===== config.mk =====
export PLATFORM = sky130hd
export DESIGN_NAME = pmbus_fault_status_bank
export DESIGN_NICKNAME = d
export VERILOG_FILES = /design/src/design/fault_status_pkg.sv /design/src/design/flag_if.sv /design/src/design/sticky_flags.sv /design/src/design/pmbus_fault_status_bank.sv
export SDC_FILE = /design/constraint.sdc
export NUM_CORES = 1
export LEC_CHECK = 0
export BUFFER_PORTS_ARGS = -buffer_cell sky130_fd_sc_hd__buf_2
export CAP_MARGIN = 20
export CORE_AREA = 2 2 77 79
export CTS_BUF_LIST = sky130_fd_sc_hd__clkbuf_16
export DETAILED_ROUTE_END_ITERATION = 8
export DIE_AREA = 0 0 79 81
export PLACE_DENSITY = 0.74
export REMOVE_ABC_BUFFERS = 1
export SYNTH_ARGS = -nofsm -noshare
export SYNTH_HDL_FRONTEND = slang
export SYNTH_SLANG_ARGS = --single-unit

===== constraint.sdc =====
create_clock -name clock -period 2 [get_ports clock]
set_input_delay 0.4 -clock clock [delete_from_list [all_inputs] [get_ports clock]]
set_output_delay 0.4 -clock clock [all_outputs]
set_load 0.05 [all_outputs]

===== src/design/fault_status_pkg.sv =====
// constants shared by the fault status bank: command codes, bit positions, reset values
package fault_status_pkg;
  // command codes seen on the command port
  localparam logic [7:0] CODE_CLEAR_FAULTS = 8'h03;
  localparam logic [7:0] CODE_SUMMARY_WORD = 8'h79;
  localparam logic [7:0] CODE_OUTPUT_VOLTAGE_SUMMARY_STATUS = 8'h7A;
  localparam logic [7:0] CODE_OUTPUT_CURRENT_SUMMARY_STATUS = 8'h7B;
  localparam logic [7:0] CODE_THERMAL_STATUS = 8'h7D;
  localparam logic [7:0] CODE_CML_STATUS = 8'h7E;
  // fault_summary_word bit positions
  localparam int SUM_OUTPUT_VOLTAGE_SUMMARY = 15;
  localparam int SUM_OUTPUT_CURRENT_SUMMARY = 14;
  localparam int SUM_MAKER = 12;
  localparam int SUM_POWER_LOST = 11;
  localparam int SUM_MARGIN = 8;
  localparam int SUM_SEQ_OFF = 6;
  localparam int SUM_OV = 5;
  localparam int SUM_OC = 4;
  localparam int SUM_TEMP = 2;
  localparam int SUM_CML = 1;
  localparam logic [15:0] SUM_USED = 16'hD976;
  // byte register bit positions
  localparam int VB_OV_FAULT = 7;
  localparam int VB_OV_WARN = 6;
  localparam int VB_UV_WARN = 5;
  localparam int VB_UV_FAULT = 4;
  localparam int VB_TON = 2;
  localparam int IB_OC_FAULT = 7;
  localparam int IB_OC_WARN = 5;
  localparam int TB_OVERHEAT_FAULT_FLAG = 7;
  localparam int TB_OVERHEAT_WARNING_FLAG = 6;
  localparam int CB_BAD_CMD = 7;
  localparam int CB_BAD_DATA = 6;
  localparam int CB_SECONDARY = 2;
  localparam int CB_MAIN = 1;
  localparam int CB_LOG_FULL = 0;
  // index of each latched flag inside the sticky flag vector
  localparam int NUM_LATCHED = 14;
  localparam int L_OV_FAULT = 13;
  localparam int L_OV_WARN = 12;
  localparam int L_UV_WARN = 11;
  localparam int L_UV_FAULT = 10;
  localparam int L_TON = 9;
  localparam int L_OC_FAULT = 8;
  localparam int L_OC_WARN = 7;
  localparam int L_OVERHEAT_FAULT_FLAG = 6;
  localparam int L_OVERHEAT_WARNING_FLAG = 5;
  localparam int L_BAD_CMD = 4;
  localparam int L_BAD_DATA = 3;
  localparam int L_SECONDARY = 2;
  localparam int L_MAIN = 1;
  localparam int L_MARGIN = 0;
  // flags that may raise the alert; flash corruption flags may not
  localparam logic [13:0] ALERT_MASK = 14'h3FF9;
  // reset values
  localparam logic ALERT_PENDING_RESET = 1'b0;
  localparam logic LOG_FULL_RESET = 1'b0;
endpackage : fault_status_pkg


===== src/design/flag_if.sv =====
// set, clear and state of a vector of sticky flags
interface flag_if #(parameter int WIDTH = 14) (input wire logic clock, input wire logic reset_n);
  logic [WIDTH-1:0] set;
  logic clear;
  logic [WIDTH-1:0] q;
  modport owner (input clock, input reset_n, input set, input clear, output q);
  modport user (output set, output clear, input q);
endinterface : flag_if


===== src/design/sticky_flags.sv =====
// vector of sticky flags where a set in the clear cycle wins
module sticky_flags (
  flag_if.owner f
);
  // a clear reloads the flags from the present set terms, so a persisting condition
  // or an event in the clear cycle is never lost
  always_ff @(posedge f.clock or negedge f.reset_n)
  begin
    if (!f.reset_n)
    begin
      f.q <= '0;
    end
    else if (f.clear)
    begin
      f.q <= f.set;
    end
    else
    begin
      f.q <= f.q | f.set;
    end
  end
endmodule : sticky_flags


===== src/design/pmbus_fault_status_bank.sv =====
// fault and warning status bank with summary word, byte registers and alert
// Functional notes
// - summary bit 15 set by any voltage fault, warning or turn-on timeout
// - summary bit 14 set by any overcurrent fault or warning
// - summary bit 12 set while any maker status byte bit is set
// - summary bit 11 is OR of all per-rail power-lost flags
// - summary bit 8 set by a margining fault on any rail
// - summary bit 6 is OR of all per-rail sequenced-off flags
// - summary bits 5, 4: overvoltage, overcurrent fault only; bit 2: temperature fault or warning
// - summary bit 1 set by a recorded communication, memory or logic fault
// - all unassigned status bits read zero
// - sequenced-off and power-lost summary bits never raise the alert themselves
// - voltage flags latch; re-set if condition persists, timeout only on new event
// - voltage byte: bits 7,6,5,4 over/under fault/warning, bit 2 timeout
// - current byte: latched fault bit 7, warning bit 5, re-set while persisting
// - thermal byte: latched fault bit 7, warning bit 6, re-set while persisting
// - bad command code latches bit 7 of the comm/memory/logic byte
// - bad data with a command latches bit 6 of that byte
// - secondary flash corrupt latches bit 2, main flash corrupt latches bit 1
// - comm flags re-set only on new event; bit 0 tracks log fullness live
// - with wraparound enabled log-full clears when the log is overwritten
// - flash corruption flags never raise the alert
// - alert reaches the host only while alerting is enabled in mode config
module pmbus_fault_status_bank #(
  parameter int CHANNELS = 16,
  parameter int RAILS = 12,
  parameter int SENSORS = 5
) (
  input wire logic clock,
  input wire logic reset_n,
  input wire logic cmd_valid,
  input wire logic [7:0] cmd_code,
  output logic [15:0] read_data,
  output logic read_valid,
  output logic read_known,
  input wire logic [CHANNELS-1:0] ov_fault_cond,
  input wire logic [CHANNELS-1:0] ov_warn_cond,
  input wire logic [CHANNELS-1:0] uv_warn_cond,
  input wire logic [CHANNELS-1:0] uv_fault_cond,
  input wire logic [RAILS-1:0] turn_on_timeout_event,
  input wire logic [CHANNELS-1:0] oc_fault_cond,
  input wire logic [CHANNELS-1:0] oc_warn_cond,
  input wire logic [SENSORS-1:0] overheat_fault_flag_cond,
  input wire logic [SENSORS-1:0] overheat_warning_flag_cond,
  input wire logic [RAILS-1:0] margin_fault_event,
  input wire logic [RAILS-1:0] power_lost,
  input wire logic [RAILS-1:0] sequenced_off,
  input wire logic [7:0] maker_status_byte,
  input wire logic bad_command_event,
  input wire logic bad_data_event,
  input wire logic secondary_array_corrupt_event,
  input wire logic main_array_corrupt_event,
  input wire logic log_is_full,
  input wire logic log_overwrite,
  input wire logic log_wraparound_enable,
  input wire logic alert_enable,
  output logic alert_n
);

  //////////////////////////////////////////////////////////////////////////////
  // sticky flags

  logic clear_faults;
  logic [fault_status_pkg::NUM_LATCHED-1:0] flag_set;
  logic [fault_status_pkg::NUM_LATCHED-1:0] flag_q;
  logic log_full_flag;
  logic alert_pending;
  logic new_alert;
  logic [15:0] summary;
  logic [7:0] output_voltage_summary_byte;
  logic [7:0] output_current_summary_byte;
  logic [7:0] thermal_byte;
  logic [7:0] cml_byte;
  logic [15:0] next_read_data;
  logic next_known;

  flag_if #(.WIDTH(fault_status_pkg::NUM_LATCHED)) flags (.clock(clock), .reset_n(reset_n));

  sticky_flags u_flags (
    .f(flags)
  );

  // clear-faults is a send-byte command decoded on the same port as reads
  assign clear_faults = cmd_valid && (cmd_code == fault_status_pkg::CODE_CLEAR_FAULTS);
  assign flags.clear = clear_faults;
  assign flags.set = flag_set;
  assign flag_q = flags.q;

  // set terms: conditions are levels so a cleared flag re-sets while they persist,
  // timeout and comm/flash terms are pulses so they re-set only on a new event
  always_comb
  begin
    flag_set = '0;
    flag_set[fault_status_pkg::L_OV_FAULT] = |ov_fault_cond;
    flag_set[fault_status_pkg::L_OV_WARN] = |ov_warn_cond;
    flag_set[fault_status_pkg::L_UV_WARN] = |uv_warn_cond;
    flag_set[fault_status_pkg::L_UV_FAULT] = |uv_fault_cond;
    flag_set[fault_status_pkg::L_TON] = |turn_on_timeout_event;
    flag_set[fault_status_pkg::L_OC_FAULT] = |oc_fault_cond;
    flag_set[fault_status_pkg::L_OC_WARN] = |oc_warn_cond;
    flag_set[fault_status_pkg::L_OVERHEAT_FAULT_FLAG] = |overheat_fault_flag_cond;
    flag_set[fault_status_pkg::L_OVERHEAT_WARNING_FLAG] = |overheat_warning_flag_cond;
    flag_set[fault_status_pkg::L_BAD_CMD] = bad_command_event;
    flag_set[fault_status_pkg::L_BAD_DATA] = bad_data_event;
    flag_set[fault_status_pkg::L_SECONDARY] = secondary_array_corrupt_event;
    flag_set[fault_status_pkg::L_MAIN] = main_array_corrupt_event;
    flag_set[fault_status_pkg::L_MARGIN] = |margin_fault_event;
  end

  // log-full follows the log live; an overwrite in wraparound mode drops it at once
  // because the log controller frees two entries before writing over them
  always_ff @(posedge clock or negedge reset_n)
  begin
    if (!reset_n)
    begin
      log_full_flag <= fault_status_pkg::LOG_FULL_RESET;
    end
    else
    begin
      log_full_flag <= log_is_full && !(log_wraparound_enable && log_overwrite);
    end
  end

  //////////////////////////////////////////////////////////////////////////////
  // register images, unassigned bits stay zero

  always_comb
  begin
    output_voltage_summary_byte = '0;
    output_voltage_summary_byte[fault_status_pkg::VB_OV_FAULT] = flag_q[fault_status_pkg::L_OV_FAULT];
    output_voltage_summary_byte[fault_status_pkg::VB_OV_WARN] = flag_q[fault_status_pkg::L_OV_WARN];
    output_voltage_summary_byte[fault_status_pkg::VB_UV_WARN] = flag_q[fault_status_pkg::L_UV_WARN];
    output_voltage_summary_byte[fault_status_pkg::VB_UV_FAULT] = flag_q[fault_status_pkg::L_UV_FAULT];
    output_voltage_summary_byte[fault_status_pkg::VB_TON] = flag_q[fault_status_pkg::L_TON];
    output_current_summary_byte = '0;
    output_current_summary_byte[fault_status_pkg::IB_OC_FAULT] = flag_q[fault_status_pkg::L_OC_FAULT];
    output_current_summary_byte[fault_status_pkg::IB_OC_WARN] = flag_q[fault_status_pkg::L_OC_WARN];
    thermal_byte = '0;
    thermal_byte[fault_status_pkg::TB_OVERHEAT_FAULT_FLAG] = flag_q[fault_status_pkg::L_OVERHEAT_FAULT_FLAG];
    thermal_byte[fault_status_pkg::TB_OVERHEAT_WARNING_FLAG] = flag_q[fault_status_pkg::L_OVERHEAT_WARNING_FLAG];
    cml_byte = '0;
    cml_byte[fault_status_pkg::CB_BAD_CMD] = flag_q[fault_status_pkg::L_BAD_CMD];
    cml_byte[fault_status_pkg::CB_BAD_DATA] = flag_q[fault_status_pkg::L_BAD_DATA];
    cml_byte[fault_status_pkg::CB_SECONDARY] = flag_q[fault_status_pkg::L_SECONDARY];
    cml_byte[fault_status_pkg::CB_MAIN] = flag_q[fault_status_pkg::L_MAIN];
    cml_byte[fault_status_pkg::CB_LOG_FULL] = log_full_flag;
  end

  // summary word; power-lost and sequenced-off are live ORs, not latched
  always_comb
  begin
    summary = '0;
    summary[fault_status_pkg::SUM_OUTPUT_VOLTAGE_SUMMARY] = |output_voltage_summary_byte;
    summary[fault_status_pkg::SUM_OUTPUT_CURRENT_SUMMARY] = |output_current_summary_byte;
    summary[fault_status_pkg::SUM_MAKER] = |maker_status_byte;
    summary[fault_status_pkg::SUM_POWER_LOST] = |power_lost;
    summary[fault_status_pkg::SUM_MARGIN] = flag_q[fault_status_pkg::L_MARGIN];
    summary[fault_status_pkg::SUM_SEQ_OFF] = |sequenced_off;
    summary[fault_status_pkg::SUM_OV] = flag_q[fault_status_pkg::L_OV_FAULT];
    summary[fault_status_pkg::SUM_OC] = flag_q[fault_status_pkg::L_OC_FAULT];
    summary[fault_status_pkg::SUM_TEMP] = |thermal_byte;
    // log-full alone is a housekeeping state, not a recorded fault
    summary[fault_status_pkg::SUM_CML] = |cml_byte[7:1];
  end

  //////////////////////////////////////////////////////////////////////////////
  // read port

  // decode of the command code into the read image
  always_comb
  begin
    next_known = 1'b1;
    next_read_data = '0;
    case (cmd_code)
      fault_status_pkg::CODE_SUMMARY_WORD: next_read_data = summary;
      fault_status_pkg::CODE_OUTPUT_VOLTAGE_SUMMARY_STATUS: next_read_data = {8'h00, output_voltage_summary_byte};
      fault_status_pkg::CODE_OUTPUT_CURRENT_SUMMARY_STATUS: next_read_data = {8'h00, output_current_summary_byte};
      fault_status_pkg::CODE_THERMAL_STATUS: next_read_data = {8'h00, thermal_byte};
      fault_status_pkg::CODE_CML_STATUS: next_read_data = {8'h00, cml_byte};
      default: next_known = 1'b0; // other codes belong to other blocks
    endcase
  end

  // answer one cycle after the command; data hold until the next read
  always_ff @(posedge clock or negedge reset_n)
  begin
    if (!reset_n)
    begin
      read_data <= 16'h0000;
      read_valid <= 1'b0;
      read_known <= 1'b0;
    end
    else
    begin
      read_valid <= cmd_valid && !clear_faults;
      if (cmd_valid && !clear_faults)
      begin
        read_data <= next_read_data;
        read_known <= next_known;
      end
    end
  end

  //////////////////////////////////////////////////////////////////////////////
  // alert

  // a flag that newly sets (or sets again right across a clear) requests the alert;
  // the mask keeps flash corruption out, and power-lost and sequenced-off never enter
  assign new_alert = |(flag_set & fault_status_pkg::ALERT_MASK &
                       ~(flag_q & {fault_status_pkg::NUM_LATCHED{!clear_faults}}));

  // pending alert: a new request in the clear cycle wins over the clear
  always_ff @(posedge clock or negedge reset_n)
  begin
    if (!reset_n)
    begin
      alert_pending <= fault_status_pkg::ALERT_PENDING_RESET;
    end
    else if (new_alert)
    begin
      alert_pending <= 1'b1;
    end
    else if (clear_faults)
    begin
      alert_pending <= 1'b0;
    end
  end

  // enable gates the pin, not the pending state, so enabling later still alerts
  always_ff @(posedge clock or negedge reset_n)
  begin
    if (!reset_n)
    begin
      alert_n <= 1'b1;
    end
    else
    begin
      alert_n <= !(alert_pending && alert_enable);
    end
  end
endmodule : pmbus_fault_status_bank


==> results.sh, run 1 <==
export IMPL_wl_um=6315
export IMPL_yosys_area_share_simple=0.3284
export IMPL_core_mm2=0.005675
export IMPL_yosys_warnings=0
export IMPL_endpoint="alert_pending"
export IMPL_clock_tree_root_cell="clkbuf_16"
export IMPL_reg2reg_from="u_flags.f.q[13]"
export IMPL_ioPinCount=200
export IMPL_setup_viol=0
export IMPL_grt_use_total=0.1977
export IMPL_nFillCells=566
export IMPL_diodes=0
export IMPL_layout_nets=591
export IMPL_hold_viol_final=0
export IMPL_max_freq_ghz=0.5169
export IMPL_cts_hold_fix_buffers=0
export IMPL_synth_cells=206
export IMPL_drc=0
export IMPL_die_h_um=81
export IMPL_final_layout_size_suffix_gt1_frac=0.5182
export IMPL_clk_pin_slew_worst_paths_ns=0.05
export IMPL_synthAdderAreaFrac=0
export IMPL_grt_pass1_vias=2256
export IMPL_layout_common_cells="buf_2, nor4_1, nand2_1, dfrtp_1"
export IMPL_clockBufferDepth=2
export IMPL_start_kind="input pin"
export IMPL_drv_slew=0
export IMPL_fp_dieW_um=79
export IMPL_hp_class="input pin to async pin"
export IMPL_first_pass_iters=4
export IMPL_syn2layout_area_growth_pct=70.10
export IMPL_ys_top_cells_by_area="dfrtp_1, nor4_1, nand2_1, a21o_1, o21ai_0"
export IMPL_clk_latency_ns=0.28
export IMPL_synth_xor_area_frac=0
export IMPL_tightest_slew_ns=0.6901
export IMPL_leakage_nw=1.576
export IMPL_start_util=0.3148
export IMPL_gp_congestion=0.8679
export IMPL_yosys_area_top_type="dfrtp_1"
export IMPL_critPathMaxFanout=2
export IMPL_clock_sinks=31
export IMPL_hold_ws_ns=0.1647
export IMPL_syn_cell_area_mm2=0.001787
export IMPL_critPathKind="input pin to flop"
export IMPL_rr_worst_depth=4
export IMPL_post_cts_buffers=0
export IMPL_clock_skew_final_ns=0.004645
export IMPL_synth_mux_area_frac=0
export IMPL_rsz0062_at_grt="no"
export IMPL_htreeDepth=2
export IMPL_synth_compound_area_frac=0.1758
export IMPL_hpwl_um=5346
export IMPL_cts_buffers=5
export IMPL_place_area_mm2=0.002875
export IMPL_grt_max_degree=32
export IMPL_routedWlPerCell_um=12.99
export IMPL_post_route_period_util=0.9673
export IMPL_period_needed_ns=1.935
export IMPL_ant_nets=0
export IMPL_grt_antenna_before_repair=0
export IMPL_power_density_mw_per_mm2=575.1
export IMPL_layout_commonest_cell="buf_2"
export IMPL_ys_ff_latch=31
export IMPL_cts_tree="yes"
export IMPL_num_rows=28
export IMPL_synth_top_family_by_area="simple AND/OR/NAND/NOR gates"
export IMPL_ys_types=35
export IMPL_yosys_area_top_type_share=0.4202
export IMPL_grt_pass1_wl_um=9715
export IMPL_seq_area_frac_synth=0.4349
export IMPL_arrival_ns=2.09
export IMPL_cp_end_kind="flop"
export IMPL_outcome="complete, no violations"
export IMPL_required_ns=2.15
export IMPL_vdd_ir_drop_max_mv=0.3336
export IMPL_overflow=0
export IMPL_drt_iter0_drc=94
export IMPL_stdcell_count=486
export IMPL_vias_per_cell=4.944
export IMPL_dieArea_mm2=0.006399
export IMPL_synth_avg_cell_area_um2=8.673
export IMPL_reg2reg_to="alert_pending"
export IMPL_cts_resized=0
export IMPL_portBuffers=195
export IMPL_dp_cells=478
export IMPL_dr_total_vias=2403
export IMPL_r2r_slack_ns=0.54
export IMPL_crit_start="cmd_code[5]"
export IMPL_timing_slew_headroom=0.5399
export IMPL_design_area_mm2=0.003039
export IMPL_fin_total_pwr_mw=1.748
export IMPL_drv_cap=0
[critical path: stages]
cell and delay [ns]:
buf_2 0.10, or4_1 0.54, or3_1 0.41, nor4_2 0.20, a32oi_1 0.14, a2111o_1 0.30
[cells by family (layout without fill, tap and decap cells)]
kind of cell    count (synthesis)  after routing
simple gates                  107            107
compound gates                 45             45
flops                          31             31
buf+inv                        22            224
other cells                     1              4
[per-layer routing]
layer / track usage / up-vias / routed length (µm) / part of all wire
met3: 0.06556 / 10 / 663 / 0.10
met1: 0.2071 / 1074 / 2314 / 0.37
li1: - / 1188 / - / -
met5: 0 / - / 0 / 0
met2: 0.3661 / 131 / 3242 / 0.51
met4: 0.07759 / 0 / 95 / 0.015
[area by class of cell]
cell class              count  area (µm²)  share of cell area
clock buffers               5       125.1             0.04117
clock inverters             3       38.79             0.01276
inverters                  12       45.04             0.01482
multi-input cells         156       915.9              0.3014
flip-flops and latches     31       777.0              0.2557
well taps                  75       93.84             0.03088
repair buffers            204        1044              0.3434
[worst min-delay path by stage]
stage | cells after the start | to | slack [ns]
floorplan | 0 | alert_pending | 0.10
global placement | 1 | alert_n | 0.44
detailed placement | 1 | alert_n | 0.43
CTS | 1 | read_data[2] | 0.18
global route | 1 | read_data[12] | 0.21
finish | 1 | read_data[12] | 0.16
[synth_stat cells, drive strengths merged]
library cell  count
a22o              1
o22ai             3
a221o             1
nand3b            1
a32o              1
nand4bb           1
a32oi             1
nor2              5
a2111o            1
o31ai             3
nand3             7
clkbuf            5
inv              12
dfrtp            30
a22oi             6
buf               5
a21boi            1
or3               2
nor4             40
nand4             8
o21ai            11
dfstp             1
nor3              3
conb              1
a31oi             1
or4               1
nand2            30
and4b             1
nand2b            4
a21o             12
a222oi            1
a21oi             2
nor2b             4
[through the flow]
step | setup TNS [ns] | setup WS, ns | utilization
floorplan | -7.260 | -0.6090 | -
global placement | -0.2833 | -0.2833 | 0.5066
detailed placement | -0.3161 | -0.3161 | 0.5066
CTS | 0 | 0.05983 | 0.5355
global route | 0 | 0.01238 | 0.5355
finish | 0 | 0.06532 | 0.5355
[sequential cells by signal, summed over array words and instances, names as in the netlist]
| signal | count |
|---|---|
| read_known | 1 |
| log_full_flag | 1 |
| alert_pending | 1 |
| read_valid | 1 |
| read_data | 12 |
| u_flags.f.q | 14 |
| alert_n | 1 |
[power breakdown]
| part | switching [mW] | internal (mW) | leakage (nW) |
|---|---|---|---|
| clock | 0.257 | 0.579 | 0.0812 |
| sequential | 0.00144 | 0.634 | 0.347 |
| combinational | 0.125 | 0.152 | 1.15 |
| total | 0.383 | 1.36 | 1.58 |
No activity file was read; power rests on OpenSTA's default activity.
==> run 2, diff against run 1 <==
RECOVER_POWER = 50   (was default)
==> run 2 against run 1 <==
  * Sequential power is essentially flat
  * Combinational power about the same
  * Largest cell class unchanged
  * Worst hold slack gained 0.078 ns
  * The flow now finishes with violations (capacitance limit, slew limit)
  * Clock skew hardly changed
  * Via count is essentially flat
  * Die area unchanged
  * First-iteration DRC count unchanged
  * Routed wire length rose by 0.36%
  * Non-clock buffer count unchanged
  * Global-route usage unchanged
==> results.sh, run 2 (synthesis results as in run 1) <==
export IMPL_core_mm2=0.005675
export IMPL_vdd_ir_drop_max_mv=0.3335
export IMPL_drv_slew=32
export IMPL_clock_sinks=31
export IMPL_clockBufferDepth=2
export IMPL_dieArea_mm2=0.006399
export IMPL_p_sw_uw=383.3
export IMPL_die_h_um=81
export IMPL_critPathMaxFanout=2
export IMPL_p_seq_frac=0.364
export IMPL_dp_cells=478
export IMPL_timing_slew_headroom=-0.09840
export IMPL_clk_latency_ns=0.28
export IMPL_tightest_slew_ns=1.648
export IMPL_layout_common_cells="buf_2, nor4_1, nand2_1, dfrtp_1"
export IMPL_critPathKind="input pin to flop"
export IMPL_fp_dieW_um=79
export IMPL_setup_viol=0
export IMPL_internal_power_mw=1.364
export IMPL_p_clk_frac=0.478
export IMPL_clock_skew_final_ns=0.004645
export IMPL_drt_iter0_drc=94
export IMPL_htreeDepth=2
export IMPL_dr_total_vias=2401
export IMPL_clock_tree_root_cell="clkbuf_16"
export IMPL_use_met1=0.2071
export IMPL_leakage_nw=1.553
export IMPL_grt_use_total=0.1977
export IMPL_nFillCells=569
export IMPL_clk_pin_slew_worst_paths_ns=0.05
export IMPL_reg_largest_list="u_flags.f.q (14), read_data (12)"
export IMPL_routedWlPerCell_um=13.04
export IMPL_drv_cap=1
export IMPL_vias_per_cell=4.940
export IMPL_required_ns=2.15
export IMPL_syn2layout_area_growth_pct=69.68
export IMPL_hold_ws_ns=0.2428
export IMPL_violations="capacitance limit, slew limit"
export IMPL_grt_pass1_vias=2256
export IMPL_power_density_mw_per_mm2=576.2
export IMPL_crit_start="cmd_code[5]"
export IMPL_wl_um=6338
export IMPL_fin_total_pwr_mw=1.747
export IMPL_overflow=0
export IMPL_max_freq_ghz=0.5149
export IMPL_hold_viol_final=0
export IMPL_first_pass_iters=4
export IMPL_num_rows=28
export IMPL_final_layout_size_suffix_gt1_frac=0.5036
export IMPL_start_kind="input pin"
export IMPL_top_usage_layer="met2"
export IMPL_post_cts_buffers=0
export IMPL_hp_class="input pin to flop"
export IMPL_drc=0
export IMPL_portBuffers=195
export IMPL_cts_resized=0
export IMPL_grt_max_degree=32
export IMPL_arrival_ns=2.10
export IMPL_gp_congestion=0.8679
export IMPL_outcome="finished with violations"
export IMPL_start_util=0.3148
export IMPL_cts_buffers=5
export IMPL_diodes=0
export IMPL_grt_antenna_before_repair=0
export IMPL_combPwrFrac=0.158
export IMPL_stdcell_count=486
export IMPL_post_route_period_util=0.9711
export IMPL_layout_commonest_cell="buf_2"
export IMPL_grtUsageMet3=0.06556
export IMPL_sw_frac_of_total=0.2194
export IMPL_largest_reg_flops=14
export IMPL_cts_hold_fix_buffers=0
export IMPL_ioPinCount=200
export IMPL_layout_nets=591
export IMPL_grt_pass1_wl_um=9715
export IMPL_period_needed_ns=1.942
export IMPL_grt_use_met2=0.3661
export IMPL_ant_nets=0
export IMPL_hpwl_um=5346
export IMPL_top_register="u_flags.f.q"
export IMPL_cts_tree="yes"
export IMPL_rsz0062_at_grt="no"
export IMPL_reg2reg_from="u_flags.f.q[13]"
export IMPL_cp_end_kind="flop"
export IMPL_hp_start="alert_enable"
## run 2: cell count changes in the layout (fill, tap and decap cells not counted), sizes merged
| cell | change |
|---|---|
| buf | -6 |
| clkbuf | +6 |
## run 2: cell type report
class                   count  area [µm²]  area share
clock buffers               5       125.1     0.04127
clock inverters             3       38.79     0.01279
inverters                  12       45.04     0.01486
multi-input cells         156       915.9      0.3021
flip-flops and latches     31       777.0      0.2563
well taps                  75       93.84     0.03095
repair buffers            204        1036      0.3417
## run 2: worst paths after layout
kind	cells past startpoint	end	slack, ns
worst max-delay path	6	alert_pending	0.06
worst min-delay path	2	alert_n	0.24
worst max register to register	4	alert_pending	0.55
worst min register to register	1	alert_n	0.44
max in group asynchronous	1	u_flags.f.q[9]	0.50
min in group asynchronous	1	read_data[12]	0.54
## run 2: power groups by stage
stage	logic (mW)	registers (mW)	clock network (mW)
after detailed placement	0.278	0.646	0
after CTS	0.279	0.635	0.856
after global placement	0.272	0.646	0
after floorplan	0.0575	0.658	0
final	0.276	0.636	0.836
after global routing	0.304	0.635	0.883
## run 2: per-stage QoR
stage                 util  TNS (ns)  area, µm²  worst slack [ns]
CTS                 0.5355         0       3039           0.05983
detailed placement  0.5066   -0.3161       2875           -0.3161
floorplan                -    -7.260       1738           -0.6090
finish              0.5342         0       3032           0.05774
global placement    0.5066   -0.2833       2875           -0.2833
global route        0.5342         0       3032           0.01238
## run 2: worst max-delay path: stages
cell,delay (ns)
buf_2,0.10
or4_1,0.54
or3_1,0.41
nor4_2,0.20
a32oi_1,0.14
a2111o_1,0.30
## run 2: per-layer routing
| layer | part of all wire | wire [µm] | up-vias |
|---|---|---|---|
| met2 | 0.51 | 3249 | 131 |
| met5 | 0 | 0 | - |
| met1 | 0.37 | 2349 | 1071 |
| li1 | - | - | 1189 |
| met3 | 0.10 | 644 | 10 |
| met4 | 0.015 | 95 | 0 |
